[src/inc/imucal_defs.svh]
`ifndef IMUCAL_DEFS_SVH
`define IMUCAL_DEFS_SVH

// ****************************************
// Paging
// ****************************************
`define IMUCAL_PAGE_ADDR 7'h00
`define IMUCAL_PAGE_RST 8'h00
`define IMUCAL_CAL_PAGE 8'h02
`define IMUCAL_CFG_PAGE 8'h03

// ****************************************
// Calibration word offsets
// ****************************************
`define IMUCAL_GYRO_X_GAIN_OFS 7'h04
`define IMUCAL_GYRO_Y_GAIN_OFS 7'h06
`define IMUCAL_GYRO_Z_GAIN_OFS 7'h08
`define IMUCAL_GYRO_X_LOW_OFS 7'h10
`define IMUCAL_GYRO_X_UP_OFS 7'h12
`define IMUCAL_GYRO_Y_LOW_OFS 7'h14
`define IMUCAL_GYRO_Y_UP_OFS 7'h16
`define IMUCAL_GYRO_Z_LOW_OFS 7'h18
`define IMUCAL_GYRO_Z_UP_OFS 7'h1a
`define IMUCAL_ACC_X_LOW_OFS 7'h1c
`define IMUCAL_ACC_X_UP_OFS 7'h1e
`define IMUCAL_ACC_Y_LOW_OFS 7'h20
`define IMUCAL_ACC_Y_UP_OFS 7'h22
`define IMUCAL_ACC_Z_LOW_OFS 7'h24
`define IMUCAL_ACC_Z_UP_OFS 7'h26
`define IMUCAL_CFG_OFS 7'h0a

// ****************************************
// Word store slots
// ****************************************
`define IMUCAL_SLOT_GAIN 4'h0
`define IMUCAL_SLOT_LOW 4'h3
`define IMUCAL_SLOT_NONE 4'hf
`define IMUCAL_CAL_RST 16'h0000

// ****************************************
// Options control fields
// ****************************************
`define IMUCAL_CFG_RST 16'h00c0
`define IMUCAL_CFG_WMASK 8'hc3
`define IMUCAL_CFG_LING_BIT 7
`define IMUCAL_CFG_ALIGN_BIT 6
`define IMUCAL_CFG_DST_BIT 1
`define IMUCAL_CFG_RTCREL_BIT 0

// ****************************************
// Serial frame fields
// ****************************************
`define IMUCAL_FRAME_BITS 5'd16
`define IMUCAL_GAIN_SHIFT 15

`endif

[src/inc/imucal_pkg.sv]
package imucal_pkg;

  typedef enum logic [2:0] {
    IMUCAL_GYRO_X = 3'b000,
    IMUCAL_GYRO_Y = 3'b001,
    IMUCAL_GYRO_Z = 3'b010,
    IMUCAL_ACC_X = 3'b100,
    IMUCAL_ACC_Y = 3'b101,
    IMUCAL_ACC_Z = 3'b110
  } imucal_axis_e;

  typedef enum logic [2:0] {
    IMUCAL_IDLE = 3'b000,
    IMUCAL_GAIN = 3'b001,
    IMUCAL_LOW = 3'b010,
    IMUCAL_HIGH = 3'b011,
    IMUCAL_APPLY = 3'b100
  } imucal_state_e;

  typedef logic [3:0] imucal_slot_t;

endpackage : imucal_pkg

[src/logic/imucal_word_store.sv]
`timescale 1ns/1ps
`default_nettype none
`include "imucal_defs.svh"

module imucal_word_store (
  input wire logic clock,
  input wire logic resetn,
  input wire logic ce,
  input wire logic wrEn,
  input wire imucal_pkg::imucal_slot_t wrIdx,
  input wire logic [1:0] wrBe,
  input wire logic [15:0] wrData,
  input wire imucal_pkg::imucal_slot_t rdIdxA,
  output logic [15:0] rdDataA,
  input wire imucal_pkg::imucal_slot_t rdIdxB,
  output logic [15:0] rdDataB
);
  import imucal_pkg::*;

  logic [15:0] words [16];

  // Every slot clears so no gain or offset correction applies after reset
  always_ff @(posedge clock or negedge resetn) begin
    if (!resetn) begin
      for (int i = 0; i < 16; i++) begin
        words[i] <= `IMUCAL_CAL_RST;
      end
    end else if (ce && wrEn) begin
      if (wrBe[0]) begin
        words[wrIdx][7:0] <= wrData[7:0];
      end
      if (wrBe[1]) begin
        words[wrIdx][15:8] <= wrData[15:8];
      end
    end
  end

  always_ff @(posedge clock or negedge resetn) begin
    if (!resetn) begin
      rdDataA <= 16'h0000;
      rdDataB <= 16'h0000;
    end else if (ce) begin
      rdDataA <= words[rdIdxA];
      rdDataB <= words[rdIdxB];
    end
  end

  byte_write_a: assert property (@(posedge clock) disable iff (!resetn)
    ce && wrEn && wrBe[1] |=> words[$past(wrIdx)][15:8] == $past(wrData[15:8]))
    else $error("upper byte not stored");

endmodule : imucal_word_store

`default_nettype wire

[src/logic/imucal_regs.sv]
`timescale 1ns/1ps
`default_nettype none
`include "imucal_defs.svh"

// How it works
// - Each gyro axis adds its own offset built from upper and lower words.
// - Gyro upper offset word is signed, zero means none, step 0.02 deg/s.
// - Gyro lower word extends upper word by 16 bits into one 32-bit offset.
// - Gyro gain trim is signed; zero is unity, step one part in 2^15.
// - Each accel axis adds a signed upper offset word, step 0.8 milli-g.
// - Accel lower word extends upper word into one 32-bit offset.
// - Accel offset words share the accel output upper and lower encodings.
// - All gain and offset words reset to zero, no gain or offset correction.
// - Options bit 7 turns linear-g gyro bias compensation on.
// - Options bit 6 turns point-of-percussion alignment on.
// - Options register resets to 0x00C0 with both clock bits cleared.
// - Options bit 1 turns daylight-saving clock adjustment on.
// - Options bit 0 picks elapsed-timer clock mode, else calendar mode.
// - Gyro bias shift from linear acceleration is corrected when enabled.
module imucal_regs (
  input wire logic clock,
  input wire logic resetn,
  input wire logic ce,
  input wire logic spiCsN,
  input wire logic spiSclk,
  input wire logic spiDin,
  output logic spiDout,
  output logic spiDoutOe,
  input wire logic sampleValid,
  output logic sampleReady,
  input wire imucal_pkg::imucal_axis_e sampleAxis,
  input wire logic [31:0] sampleData,
  input wire logic [31:0] linGTerm,
  output logic resultValid,
  output imucal_pkg::imucal_axis_e resultAxis,
  output logic [31:0] resultData,
  output logic linearGEnable,
  output logic alignEnable,
  output logic dstEnable,
  output logic rtcElapsedMode
);
  import imucal_pkg::*;

  // ****************************************
  // Functions
  // ****************************************
  // Slot of a page-2 byte address, none when unmapped
  function automatic imucal_slot_t slotOf(input logic [6:0] addr);
    logic [6:0] even;
    even = {addr[6:1], 1'b0};
    case (even)
      `IMUCAL_GYRO_X_GAIN_OFS: slotOf = 4'h0;
      `IMUCAL_GYRO_Y_GAIN_OFS: slotOf = 4'h1;
      `IMUCAL_GYRO_Z_GAIN_OFS: slotOf = 4'h2;
      `IMUCAL_GYRO_X_LOW_OFS: slotOf = 4'h3;
      `IMUCAL_GYRO_X_UP_OFS: slotOf = 4'h4;
      `IMUCAL_GYRO_Y_LOW_OFS: slotOf = 4'h5;
      `IMUCAL_GYRO_Y_UP_OFS: slotOf = 4'h6;
      `IMUCAL_GYRO_Z_LOW_OFS: slotOf = 4'h7;
      `IMUCAL_GYRO_Z_UP_OFS: slotOf = 4'h8;
      `IMUCAL_ACC_X_LOW_OFS: slotOf = 4'h9;
      `IMUCAL_ACC_X_UP_OFS: slotOf = 4'ha;
      `IMUCAL_ACC_Y_LOW_OFS: slotOf = 4'hb;
      `IMUCAL_ACC_Y_UP_OFS: slotOf = 4'hc;
      `IMUCAL_ACC_Z_LOW_OFS: slotOf = 4'hd;
      `IMUCAL_ACC_Z_UP_OFS: slotOf = 4'he;
      default: slotOf = `IMUCAL_SLOT_NONE;
    endcase
  endfunction : slotOf

  // Lower offset slot of an axis; the upper word is the next slot
  function automatic imucal_slot_t lowSlot(input imucal_axis_e ax);
    logic [3:0] pos;
    pos = {1'b0, ax[2] ? 3'(ax[1:0] + 2'd3) : {1'b0, ax[1:0]}};
    lowSlot = 4'(`IMUCAL_SLOT_LOW + {pos[2:0], 1'b0});
  endfunction : lowSlot

  // Clamp a wide signed sum to 32 bits
  function automatic logic [31:0] sat32(input logic signed [49:0] v);
    if (v > 50'sh0_0000_7fff_ffff) begin
      sat32 = 32'h7fff_ffff;
    end else if (v < -50'sh0_0000_8000_0000) begin
      sat32 = 32'h8000_0000;
    end else begin
      sat32 = v[31:0];
    end
  endfunction : sat32

  // ****************************************
  // Serial pin synchronisers
  // ****************************************
  logic [2:0] csSync;
  logic [2:0] sclkSync;
  logic [1:0] dinSync;

  always_ff @(posedge clock or negedge resetn) begin
    if (!resetn) begin
      csSync <= 3'b111;
      sclkSync <= 3'b111;
      dinSync <= 2'b00;
    end else if (ce) begin
      csSync <= {csSync[1:0], spiCsN};
      sclkSync <= {sclkSync[1:0], spiSclk};
      dinSync <= {dinSync[0], spiDin};
    end
  end

  logic csLow;
  logic csFall;
  logic csRise;
  logic sclkRise;
  logic sclkFall;
  assign csLow = !csSync[1];
  assign csFall = !csSync[1] && csSync[2];
  assign csRise = csSync[1] && !csSync[2];
  assign sclkRise = sclkSync[1] && !sclkSync[2];
  assign sclkFall = !sclkSync[1] && sclkSync[2];

  // ****************************************
  // Frame shifter
  // ****************************************
  logic [15:0] rxShift;
  logic [15:0] txShift;
  logic [15:0] txNext;
  logic [4:0] bitCount;

  // Short frames are dropped at the rising chip select
  always_ff @(posedge clock or negedge resetn) begin
    if (!resetn) begin
      rxShift <= 16'h0000;
      bitCount <= 5'd0;
    end else if (ce) begin
      if (csFall) begin
        bitCount <= 5'd0;
      end else if (csLow && sclkRise && bitCount != `IMUCAL_FRAME_BITS) begin
        rxShift <= {rxShift[14:0], dinSync[1]};
        bitCount <= 5'(bitCount + 5'd1);
      end
    end
  end

  always_ff @(posedge clock or negedge resetn) begin
    if (!resetn) begin
      txShift <= 16'h0000;
    end else if (ce) begin
      if (csFall) begin
        txShift <= txNext;
      end else if (csLow && sclkFall && bitCount != 5'd0) begin
        // First fall only opens the MSB cell in mode 3, so no shift then
        txShift <= {txShift[14:0], 1'b0};
      end
    end
  end

  assign spiDout = txShift[15];
  assign spiDoutOe = csLow;

  logic frameDone;
  logic isWrite;
  logic [6:0] frameAddr;
  logic [7:0] frameData;
  imucal_slot_t frameSlot;
  assign frameDone = csRise && bitCount == `IMUCAL_FRAME_BITS;
  assign isWrite = rxShift[15];
  assign frameAddr = rxShift[14:8];
  assign frameData = rxShift[7:0];
  assign frameSlot = slotOf(frameAddr);

  // ****************************************
  // Page and options registers
  // ****************************************
  logic [7:0] page;
  logic [15:0] options;
  logic calHit;
  logic cfgLowWrite;
  assign calHit = page == `IMUCAL_CAL_PAGE && frameSlot != `IMUCAL_SLOT_NONE;
  assign cfgLowWrite = frameDone && isWrite && page == `IMUCAL_CFG_PAGE
    && frameAddr == `IMUCAL_CFG_OFS;

  // Page select answers on every page
  always_ff @(posedge clock or negedge resetn) begin
    if (!resetn) begin
      page <= `IMUCAL_PAGE_RST;
    end else if (ce && frameDone && isWrite && frameAddr == `IMUCAL_PAGE_ADDR) begin
      page <= frameData;
    end
  end

  // Upper byte holds no fields, so its write is dropped
  always_ff @(posedge clock or negedge resetn) begin
    if (!resetn) begin
      options <= `IMUCAL_CFG_RST;
    end else if (ce && cfgLowWrite) begin
      options <= {8'h00, frameData & `IMUCAL_CFG_WMASK};
    end
  end

  assign linearGEnable = options[`IMUCAL_CFG_LING_BIT];
  assign alignEnable = options[`IMUCAL_CFG_ALIGN_BIT];
  assign dstEnable = options[`IMUCAL_CFG_DST_BIT];
  assign rtcElapsedMode = options[`IMUCAL_CFG_RTCREL_BIT];

  // ****************************************
  // Read-back for the next frame
  // ****************************************
  logic rdPend;
  logic rdMem;
  logic rdCfg;
  logic rdPage;
  logic [15:0] memRdA;
  logic [15:0] memRdB;
  imucal_slot_t slotB;

  always_ff @(posedge clock or negedge resetn) begin
    if (!resetn) begin
      rdPend <= 1'b0;
      rdMem <= 1'b0;
      rdCfg <= 1'b0;
      rdPage <= 1'b0;
    end else if (ce) begin
      rdPend <= frameDone && !isWrite;
      if (frameDone && !isWrite) begin
        rdMem <= calHit;
        rdCfg <= page == `IMUCAL_CFG_PAGE && frameAddr == `IMUCAL_CFG_OFS;
        rdPage <= frameAddr == `IMUCAL_PAGE_ADDR;
      end
    end
  end

  // Unmapped reads answer zero
  always_ff @(posedge clock or negedge resetn) begin
    if (!resetn) begin
      txNext <= 16'h0000;
    end else if (ce && rdPend) begin
      if (rdMem) begin
        txNext <= memRdA;
      end else if (rdCfg) begin
        txNext <= options;
      end else if (rdPage) begin
        txNext <= {8'h00, page};
      end else begin
        txNext <= 16'h0000;
      end
    end
  end

  imucal_word_store u_store (
    .clock(clock),
    .resetn(resetn),
    .ce(ce),
    .wrEn(frameDone && isWrite && calHit),
    .wrIdx(frameSlot),
    .wrBe(frameAddr[0] ? 2'b10 : 2'b01),
    .wrData({frameData, frameData}),
    .rdIdxA(frameSlot),
    .rdDataA(memRdA),
    .rdIdxB(slotB),
    .rdDataB(memRdB)
  );

  // ****************************************
  // Correction path
  // ****************************************
  imucal_state_e state;
  imucal_axis_e axis;
  logic [31:0] raw;
  logic [31:0] linG;
  logic [15:0] gainW;
  logic [15:0] lowW;
  logic isGyro;
  assign isGyro = !axis[2];
  assign sampleReady = state == IMUCAL_IDLE;

  always_comb begin
    case (state)
      IMUCAL_GAIN: slotB = 4'(`IMUCAL_SLOT_GAIN + {2'b00, axis[1:0]});
      IMUCAL_LOW: slotB = lowSlot(axis);
      IMUCAL_HIGH: slotB = 4'(lowSlot(axis) + 4'h1);
      default: slotB = `IMUCAL_SLOT_NONE;
    endcase
  end

  always_ff @(posedge clock or negedge resetn) begin
    if (!resetn) begin
      state <= IMUCAL_IDLE;
    end else if (ce) begin
      case (state)
        IMUCAL_IDLE: state <= sampleValid ? IMUCAL_GAIN : IMUCAL_IDLE;
        IMUCAL_GAIN: state <= IMUCAL_LOW;
        IMUCAL_LOW: state <= IMUCAL_HIGH;
        IMUCAL_HIGH: state <= IMUCAL_APPLY;
        IMUCAL_APPLY: state <= IMUCAL_IDLE;
        default: state <= IMUCAL_IDLE;
      endcase
    end
  end

  // Accel gain trims live outside this bank, so accel runs at unity
  always_ff @(posedge clock or negedge resetn) begin
    if (!resetn) begin
      axis <= IMUCAL_GYRO_X;
      raw <= 32'h0000_0000;
      linG <= 32'h0000_0000;
      gainW <= 16'h0000;
      lowW <= 16'h0000;
    end else if (ce) begin
      if (state == IMUCAL_IDLE && sampleValid) begin
        axis <= sampleAxis;
        raw <= sampleData;
        linG <= linGTerm;
      end
      if (state == IMUCAL_LOW) begin
        gainW <= isGyro ? memRdB : 16'h0000;
      end
      if (state == IMUCAL_HIGH) begin
        lowW <= memRdB;
      end
    end
  end

  logic signed [47:0] scaled;
  logic signed [31:0] bias;
  logic signed [31:0] linGUse;
  logic signed [49:0] total;
  // Offset words pair exactly like the accel output words
  assign scaled = 48'(($signed({raw, 15'h0000}) + $signed(raw) * $signed(gainW))
    >>> `IMUCAL_GAIN_SHIFT);
  assign bias = $signed({memRdB, lowW});
  assign linGUse = (isGyro && options[`IMUCAL_CFG_LING_BIT]) ? $signed(linG) : 32'sd0;
  assign total = 50'(scaled) + 50'(bias) - 50'(linGUse);

  always_ff @(posedge clock or negedge resetn) begin
    if (!resetn) begin
      resultValid <= 1'b0;
      resultAxis <= IMUCAL_GYRO_X;
      resultData <= 32'h0000_0000;
    end else if (ce) begin
      resultValid <= state == IMUCAL_APPLY;
      if (state == IMUCAL_APPLY) begin
        resultAxis <= axis;
        resultData <= sat32(total);
      end
    end
  end

  // ****************************************
  // Checks
  // ****************************************
  sample_latency_a: assert property (@(posedge clock) disable iff (!resetn || !ce)
    sampleValid && sampleReady |-> ##5 resultValid && resultAxis == $past(sampleAxis, 5))
    else $error("result not five cycles after sample");

  result_pulse_a: assert property (@(posedge clock) disable iff (!resetn || !ce)
    resultValid |-> sampleReady ##1 !resultValid)
    else $error("result valid longer than a cycle");

  options_reset_a: assert property (@(posedge clock) disable iff (!resetn)
    $rose(resetn) |-> options == `IMUCAL_CFG_RST)
    else $error("options not at reset value");

  options_write_a: assert property (@(posedge clock) disable iff (!resetn || !ce)
    cfgLowWrite |=> linearGEnable == $past(frameData[7]) && alignEnable == $past(frameData[6])
      && dstEnable == $past(frameData[1]) && rtcElapsedMode == $past(frameData[0]))
    else $error("options bits not taken");

  options_unused_a: assert property (@(posedge clock) disable iff (!resetn)
    options[15:8] == 8'h00 && options[5:2] == 4'h0)
    else $error("unused options bits set");

  page_select_a: assert property (@(posedge clock) disable iff (!resetn || !ce)
    frameDone && isWrite && frameAddr == `IMUCAL_PAGE_ADDR |=> page == $past(frameData))
    else $error("page not selected");

  zero_cal_a: assert property (@(posedge clock) disable iff (!resetn || !ce)
    state == IMUCAL_APPLY && gainW == 16'h0000 && memRdB == 16'h0000 && lowW == 16'h0000
      && linGUse == 32'sd0 |=> resultData == $past(raw))
    else $error("zero correction changed sample");

  ling_off_a: assert property (@(posedge clock) disable iff (!resetn || !ce)
    state == IMUCAL_APPLY && !isGyro |-> linGUse == 32'sd0)
    else $error("linear-g applied to accel");

endmodule : imucal_regs

`default_nettype wire

[config.mk]
export PLATFORM = sky130hd
export DESIGN_NAME = imucal_regs
export DESIGN_NICKNAME = d
export VERILOG_FILES = /design/src/inc/imucal_pkg.sv /design/src/logic/imucal_word_store.sv /design/src/logic/imucal_regs.sv
export VERILOG_INCLUDE_DIRS = /design/src /design/src/inc
export SDC_FILE = /design/constraint.sdc
export NUM_CORES = 2
export LEC_CHECK = 0
export ABC_AREA = 0
export BUFFER_PORTS_ARGS = -buffer_cell sky130_fd_sc_hd__clkbuf_2
export CAP_MARGIN = 20
export CORE_MARGIN = 4
export CORE_UTILIZATION = 29
export DETAILED_ROUTE_END_ITERATION = 6
export SLEW_MARGIN = 40
export SYNTH_ARGS = -nofsm -noshare
export SYNTH_HDL_FRONTEND = slang
export SYNTH_SLANG_ARGS = --single-unit
[constraint.sdc]
create_clock -name clock -period 9.9 [get_ports clock]
set_input_delay 0.495 -clock clock [delete_from_list [all_inputs] [get_ports clock]]
set_output_delay 0.495 -clock clock [all_outputs]
set_load 0.01 [all_outputs]
## Word-level counts from Yosys, hierarchy flattened

Memories as Yosys holds them, arrays and structs flattened.
Cells that the tools add are included.

- Bits in registers: 503
- Bits in latches: 0
- RAM bits: 0
- Bits in read-only memories: 256
- Input bits: 74
- Output and inout port bits: 43
- Word-level logic and storage cells: 143
- Memories kept: 1

- $add $sub $neg: 7
- $mul: 1
- Divide/modulo/power cells: 0
- Magnitude comparators: 5
- Equal/unequal tests: 10
- Shift operators: 0
- Muxes and demuxes: 32
- Bitwise gates (word level): 3
- Reductions and logical operators: 44

Memories:

| memory | depth | width | read ports | clocked after memory_dff | wr ports | line | RTL |
|---|---|---|---|---|---|---|---|
| (name not given) | 64 | 4 | 1 | 0 | 0 | imucal_regs.sv:51 | `case (even)` |

Operators by type and width:

| operator | number |
|---|---|
| $mux W256 | 3 |
| $bwmux W256 | 2 |
| $mux W16 | 9 |
| $bmux W16 S4 | 2 |
| $demux W16 S4 | 2 |
| $mux W32 | 3 |
| $add A47 B48 Y48 | 1 |
| $mul A32 B16 Y48 | 1 |
| $gt A35 B32 Y1 const B | 1 |
| $lt A35 B32 Y1 const B | 1 |
| $sub A34 B32 Y35 | 1 |
| $add A33 B32 Y34 | 1 |
| $logic_and A1 B1 Y1 | 25 |
| $mux W8 | 3 |
| $eq A8 B2 Y1 const B | 2 |
| $reduce_and A2 Y1 | 7 |
| $pmux W3 S4 | 1 |
| $pmux W4 S3 | 1 |
| $ge A5 B5 Y1 const B | 2 |
| $mux W5 | 2 |
| $not A4 Y5 | 2 |
| $eq A7 B4 Y1 const B | 1 |
| $logic_not A7 Y1 | 1 |
| $eq A3 B2 Y1 const B | 2 |
| 20 further kinds | 26 |

## Longest topological paths before layout

An unclocked memory read counts as a cell.

- Depth after elaboration: 12
- Depth in mapped cells: 41
- Mapped depth without buffers: 37

## Cells and area by module

A second synthesis with hierarchy kept.

- Cells, all modules: 4103
- Area, all modules: 44933.1 um2

By module, submodules not included:

| module | times used | cells each | area an instance (um2) | sequential area each (um2) |
|---|---|---|---|---|
| imucal_regs | 1 | 3171 | 30005.0 | 5390.2 |
| imucal_word_store | 1 | 932 | 14928.1 | 7206.9 |

## Worst setup path after synthesis

OpenSTA, ideal clock, no wires.

- Kind: register -> register
- Start: register raw[10]
- End: register resultData[9]
- Setup time: 129 ps
- Arrival: 8933 ps
- Required time: 9771 ps
- Slack: 839 ps
- Stages on the path, launching flop included: 33
- Period minus slack after synthesis: 9061 ps
- Cells stage by stage: dfrtp_1 clkbuf_1 nand2_1 fa_1 fa_1 fa_1 fa_1 inv_1 fa_1 fa_1 ha_1 a211oi_1 o21ai_0 o211a_1 a211o_1 or3_1 and3_1 o21a_1 o21a_1 or2_2 fa_1 inv_1 ha_1 nand2_1 or4_1 o211ai_2 a21oi_4 o31ai_4 xor2_1 o31a_2 nor2_8 buf_6 a21oi_1

- Longest elaborated chain between the ends: 7
- Elaborated cells between the ends (all ways): 8
- Those cells by class: add/sub: 3; mul: 1; order compare: 2; mux: 2

RTL lines:

| what | line | RTL |
|---|---|---|
| start: declaration | imucal_regs.sv:266 | `logic [31:0] raw;` |
| start signal: assignment | imucal_regs.sv:309 | `raw <= sampleData;` |
| $mul A32 B16 Y48 | imucal_regs.sv:326 | `assign scaled = 48'(($signed({raw, 15'h0000}) + $signed(raw) * $signed(gainW))` |
| $add A47 B48 Y48 (*) | imucal_regs.sv:326 |  |
| $add A33 B32 Y34 (*) | imucal_regs.sv:330 | `assign total = 50'(scaled) + 50'(bias) - 50'(linGUse);` |
| $sub A34 B32 Y35 (*) | imucal_regs.sv:330 |  |
| $lt A35 B32 Y1 | imucal_regs.sv:82 | `end else if (v < -50'sh0_0000_8000_0000) begin` |
| $mux W32 | imucal_regs.sv:82 |  |
| $mux W32 (*) | imucal_regs.sv:80 | `if (v > 50'sh0_0000_7fff_ffff) begin` |
| end signal: assignment | imucal_regs.sv:341 | `resultData <= sat32(total);` |
| end: declaration | imucal_regs.sv:36 | `output logic [31:0] resultData,` |

Mark *: on every way between the ends. The rest lies on a longest branch, timed or not.
A chain may end at the register's enable or synchronous reset.

## Worst setup path after layout

- Start: register gainW[4]
- End: register resultData[8]

- Longest elaborated chain between the ends: 7
- Elaborated cells between the ends (all ways): 8
- Those cells by class: add/sub: 3; mul: 1; order compare: 2; mux: 2

RTL lines:

| what | line | RTL |
|---|---|---|
| start: declaration | imucal_regs.sv:268 | `logic [15:0] gainW;` |
| start signal: assignment | imucal_regs.sv:313 | `gainW <= isGyro ? memRdB : 16'h0000;` |
| $mul A32 B16 Y48 (*) | imucal_regs.sv:326 |  |
| $add A47 B48 Y48 (*) | imucal_regs.sv:326 |  |
| $add A33 B32 Y34 (*) | imucal_regs.sv:330 |  |
| $sub A34 B32 Y35 (*) | imucal_regs.sv:330 |  |
| $lt A35 B32 Y1 | imucal_regs.sv:82 |  |
| $mux W32 | imucal_regs.sv:82 |  |
| $mux W32 (*) | imucal_regs.sv:80 |  |

Marked as above.

==> reports/summary.txt <==
STATUS
-----------------------------------------------------------------------------------------------
Outcome                                                                            finished clean

SYNTHESIS
-----------------------------------------------------------------------------------------------
Yosys warns                                                                                   0
Fraction of synthesis flops using an asynchronous set or reset pin                         1.00
Nets in the synthesized netlist                                                           4,885
Biggest area contributors in the synthesized netlist                               dfrtp_1 (28%), fa_1 (25%), mux2_2 (8.2%), mux4_2 (6.5%), inv_1 (5.3%)
Syn avg cell area                                                                     10.8 um^2
Number of different library cells in the post-synthesis netlist                              84
Cells after synthesis                                                                     4,097
Yosys top cell by area                                                                  dfrtp_1
Synthesized cell area                                                               44,100 um^2
Sequential-to-total area share from yosys stat                                            0.285
Most instantiated cells after synthesis                                            inv_1 (628), fa_1 (549), nand2_1 (526), dfrtp_1 (495), mux2_2 (323)
Post-synth top flop                                                                     dfrtp_1
Number of synthesized register bits                                                         503
Area fraction of the dominant cell type after synthesis                                   0.281
Most common cell in the netlist                                                           inv_1
Number of synthesized flops with an enable pin                                                0

FLOORPLANNING
-----------------------------------------------------------------------------------------------
Top Ports                                                                                   117
DIE HEIGHT                                                                               398 um
Initial core utilization                                                                  0.293
Floorplan die width                                                                      398 um
Number of rows created at floorplan                                                         142
Core footprint                                                                     150,000 um^2
Area of the die                                                                    159,000 um^2

CRITICAL PATH
-----------------------------------------------------------------------------------------------
Reg-to-Reg End                                                                     resultData[8]
Worst Setup Path Type                                                              flip-flop to flip-flop
Number of buffers and inverters on the critical path                                          8
Highest-delay cell along the critical path                                                 fa_1
Data required time at the worst endpoint                                               10.43 ns
Max stage delay on crit path                                                            0.55 ns
Worst R2R Path Depth                                                                         36
Setup slack, reg-to-reg                                                                 0.35 ns
Critical Path Source Type                                                             flip-flop
Crit path DAT                                                                          10.08 ns
Crit. End Element                                                                     flip-flop
Crit Reg-Reg Startpoint                                                                gainW[4]
Top fanout value on the critical path                                                         6
Critical path's most frequent cell                                                         fa_1
Worst path top cell family by delay                                                 adder cells

DETAILED ROUTING
-----------------------------------------------------------------------------------------------
DRC viols                                                                                     0
DRT Pass-1 Iters                                                                              5
Post-detailed-routing wire length                                                    127,000 um
DR WL/cell                                                                              20.3 um
Overall via count from detail_route                                                      30,700
1st-iter DRT viols                                                                        2,187
Number of vias per cell                                                                    4.88
Antenna viol nets, final                                                                      0

TIMING
-----------------------------------------------------------------------------------------------
Largest clock skew in the final design                                                0.0558 ns
Min Clock Period, post-route                                                            9.55 ns
Final number of max-transition violations                                                     0
Slew at the pin closest to its max-slew limit                                          0.864 ns
Worst max-slew margin expressed relative to the limit                                     0.422
Number of hold violations in the final report                                                 0
Highest clock frequency the design can meet                                             105 MHz
Period Utilization, post-route                                                            0.965
Count of final setup violators                                                                0

PLACED DESIGN
-----------------------------------------------------------------------------------------------
Buffers on Ports                                                                            116
DPL Wire Length                                                                       96,500 um
Placed cell count                                                                         6,150
Placer congestion estimate                                                                0.891

CLOCK TREE
-----------------------------------------------------------------------------------------------
Number of buffers inserted during clock tree synthesis                                       57
Clock input transition at the sequential cells of the worst setup and hold paths        0.07 ns
Clk_lat worst skew                                                                      0.69 ns
TritonCTS clock tree                                                                      built
CTS sink count                                                                              503
H-tree lvl count                                                                              2
Cell at the root of the clock tree                                                    clkbuf_16
Number of buffers between clock root and the deepest sink                                     3

FINAL LAYOUT
-----------------------------------------------------------------------------------------------
Proportion of layout cells with a drive suffix above 1                                    0.222
Final Core Density                                                                        0.332
Final instance count without filler cells                                                 6,279
Area added between synthesis and finish                                                   13.1%
Fin nets                                                                                  5,000

MIN PATH
-----------------------------------------------------------------------------------------------
Worst hold-check path type                                                         input port to flip-flop
Launch point of the worst hold path                                                linGTerm[23]
End point of the most critical hold path                                               linG[23]
Hold Path Cell Cnt                                                                            2

GRT
-----------------------------------------------------------------------------------------------
Maximum number of pins on one net before global-route repair                                 98
Number of antenna violations at the first check in global routing                            14
Global-route wire length before repair                                               197,000 um
GRT Util Overall                                                                          0.161
Via count of the first global-routing pass                                               32,100
Remaining global-route overflow                                                               0

RUN
-----------------------------------------------------------------------------------------------
Maximum Capacitance Violations                                                                0

[layout make-up]
cell class | instances | area, um^2
fillers | 15300 | 101000
multi-input cells | 2744 | 28400
flip-flops and latches | 503 | 12600
well taps | 2016 | 2520
inverters | 628 | 2360
repair buffers | 278 | 2000
clock buffers | 76 | 1600
clock inverters | 31 | 332
diodes | 3 | 7.51
[worst max path at each step]
stage,start,to,slack (ns),depth (start not counted)
4_1_cts,gainW[2],resultData[25],0.06,31
2_1_floorplan,raw[10],resultData[9],0.84,32
6_report,gainW[4],resultData[8],0.35,36
3_3_place_gp,gainW[2],resultData[23],0.18,33
5_1_grt,gainW[4],resultData[8],-0.04,36
3_5_place_dp,gainW[2],resultData[25],0.12,31
[placed cells by master, fill, tap and decap left out, types with 8 or more instances in the layout]
| cell type | Yosys | layout |
|---|---|---|
| nand2_2 | 10 | 15 |
| buf_4 | 3 | 135 |
| mux2_2 | 323 | 323 |
| mux4_2 | 128 | 128 |
| buf_6 | 5 | 13 |
| ha_1 | 165 | 158 |
| clkbuf_2 | 0 | 115 |
| and2_1 | 204 | 204 |
| a21oi_1 | 160 | 157 |
| clkbuf_8 | 0 | 10 |
| dfrtp_2 | 0 | 21 |
| dfstp_2 | 8 | 8 |
| o21ai_0 | 123 | 119 |
| o22ai_1 | 17 | 17 |
| fa_1 | 549 | 548 |
| buf_12 | 0 | 8 |
| nand3_1 | 32 | 31 |
| nor2_2 | 10 | 11 |
| mux2_1 | 30 | 30 |
| o31ai_1 | 9 | 8 |
| a21o_1 | 31 | 31 |
| mux2i_1 | 32 | 32 |
| clkbuf_16 | 0 | 58 |
| nor2_1 | 120 | 119 |
| xor2_1 | 32 | 30 |
| nor3_1 | 13 | 13 |
| inv_1 | 628 | 628 |
| nand2_1 | 526 | 521 |
| clkbuf_1 | 179 | 9 |
| and3_1 | 10 | 10 |
| o211ai_1 | 8 | 8 |
| dfrtp_1 | 495 | 470 |
| a21oi_2 | 11 | 13 |
| nand2b_1 | 33 | 33 |
| nand4_1 | 14 | 14 |
| clkinv_2 | 0 | 12 |
| xnor2_1 | 44 | 44 |
[flip-flops by register name, indices dropped and copies added, names as in the netlist, 4 cells and up]
name             count
rxShift             16
options              4
linG                32
resultData          32
page                 8
gainW               16
u_store.rdDataB     16
u_store.rdDataA     16
txShift             16
txNext              16
u_store.words      256
raw                 32
lowW                16
bitCount             5
[stage by stage]
step | setup TNS [ns] | worst slack (ns) | instance area, um^2 | hold WS (ns)
2_1_floorplan | 0 | 0.839 | 44100 | 0.199
3_3_place_gp | 0 | 0.180 | 47500 | 0.379
3_5_place_dp | 0 | 0.120 | 47600 | 0.382
4_1_cts | 0 | 0.0564 | 49600 | 0.00413
5_1_grt | -0.437 | -0.0379 | 49900 | 0.0284
6_report | 0 | 0.350 | 49900 | 0.0484
[logic make-up (layout without fill, tap and decap cells)]
logic type | after synthesis | count (layout) | synth area share
AND/OR/NAND/NOR | 1012 | 1012 | 0.108
buffers and inverters | 850 | 1013 | 0.0741
other | 0 | 3 | 0
flip-flops | 503 | 503 | 0.285
adder cells (fa/ha/maj) | 714 | 714 | 0.296
multiplexers | 513 | 513 | 0.163
AO/OA/AOI/OAI | 429 | 429 | 0.0586
XOR/XNOR | 76 | 76 | 0.0151
[routing by layer]
metal | part of all wire | track usage
met1 | 0.46 | 0.233
met2 | 0.46 | 0.254
met3 | 0.058 | 0.0235
met4 | 0.025 | 0.0409
met5 | 0.00032 | 0
[repair_timing]
action | CTS | global route
setup buffers | 0 | 13
endpoints found under the hold margin | 71 | 0
hold buffers | 3 | 0
endpoints found under the setup margin | 0 | 32
resized for setup | 0 | 60
Power is left out: the tool's default activity adds up to more than one toggle a clock period on the data nets, which glitch-free logic cannot reach.
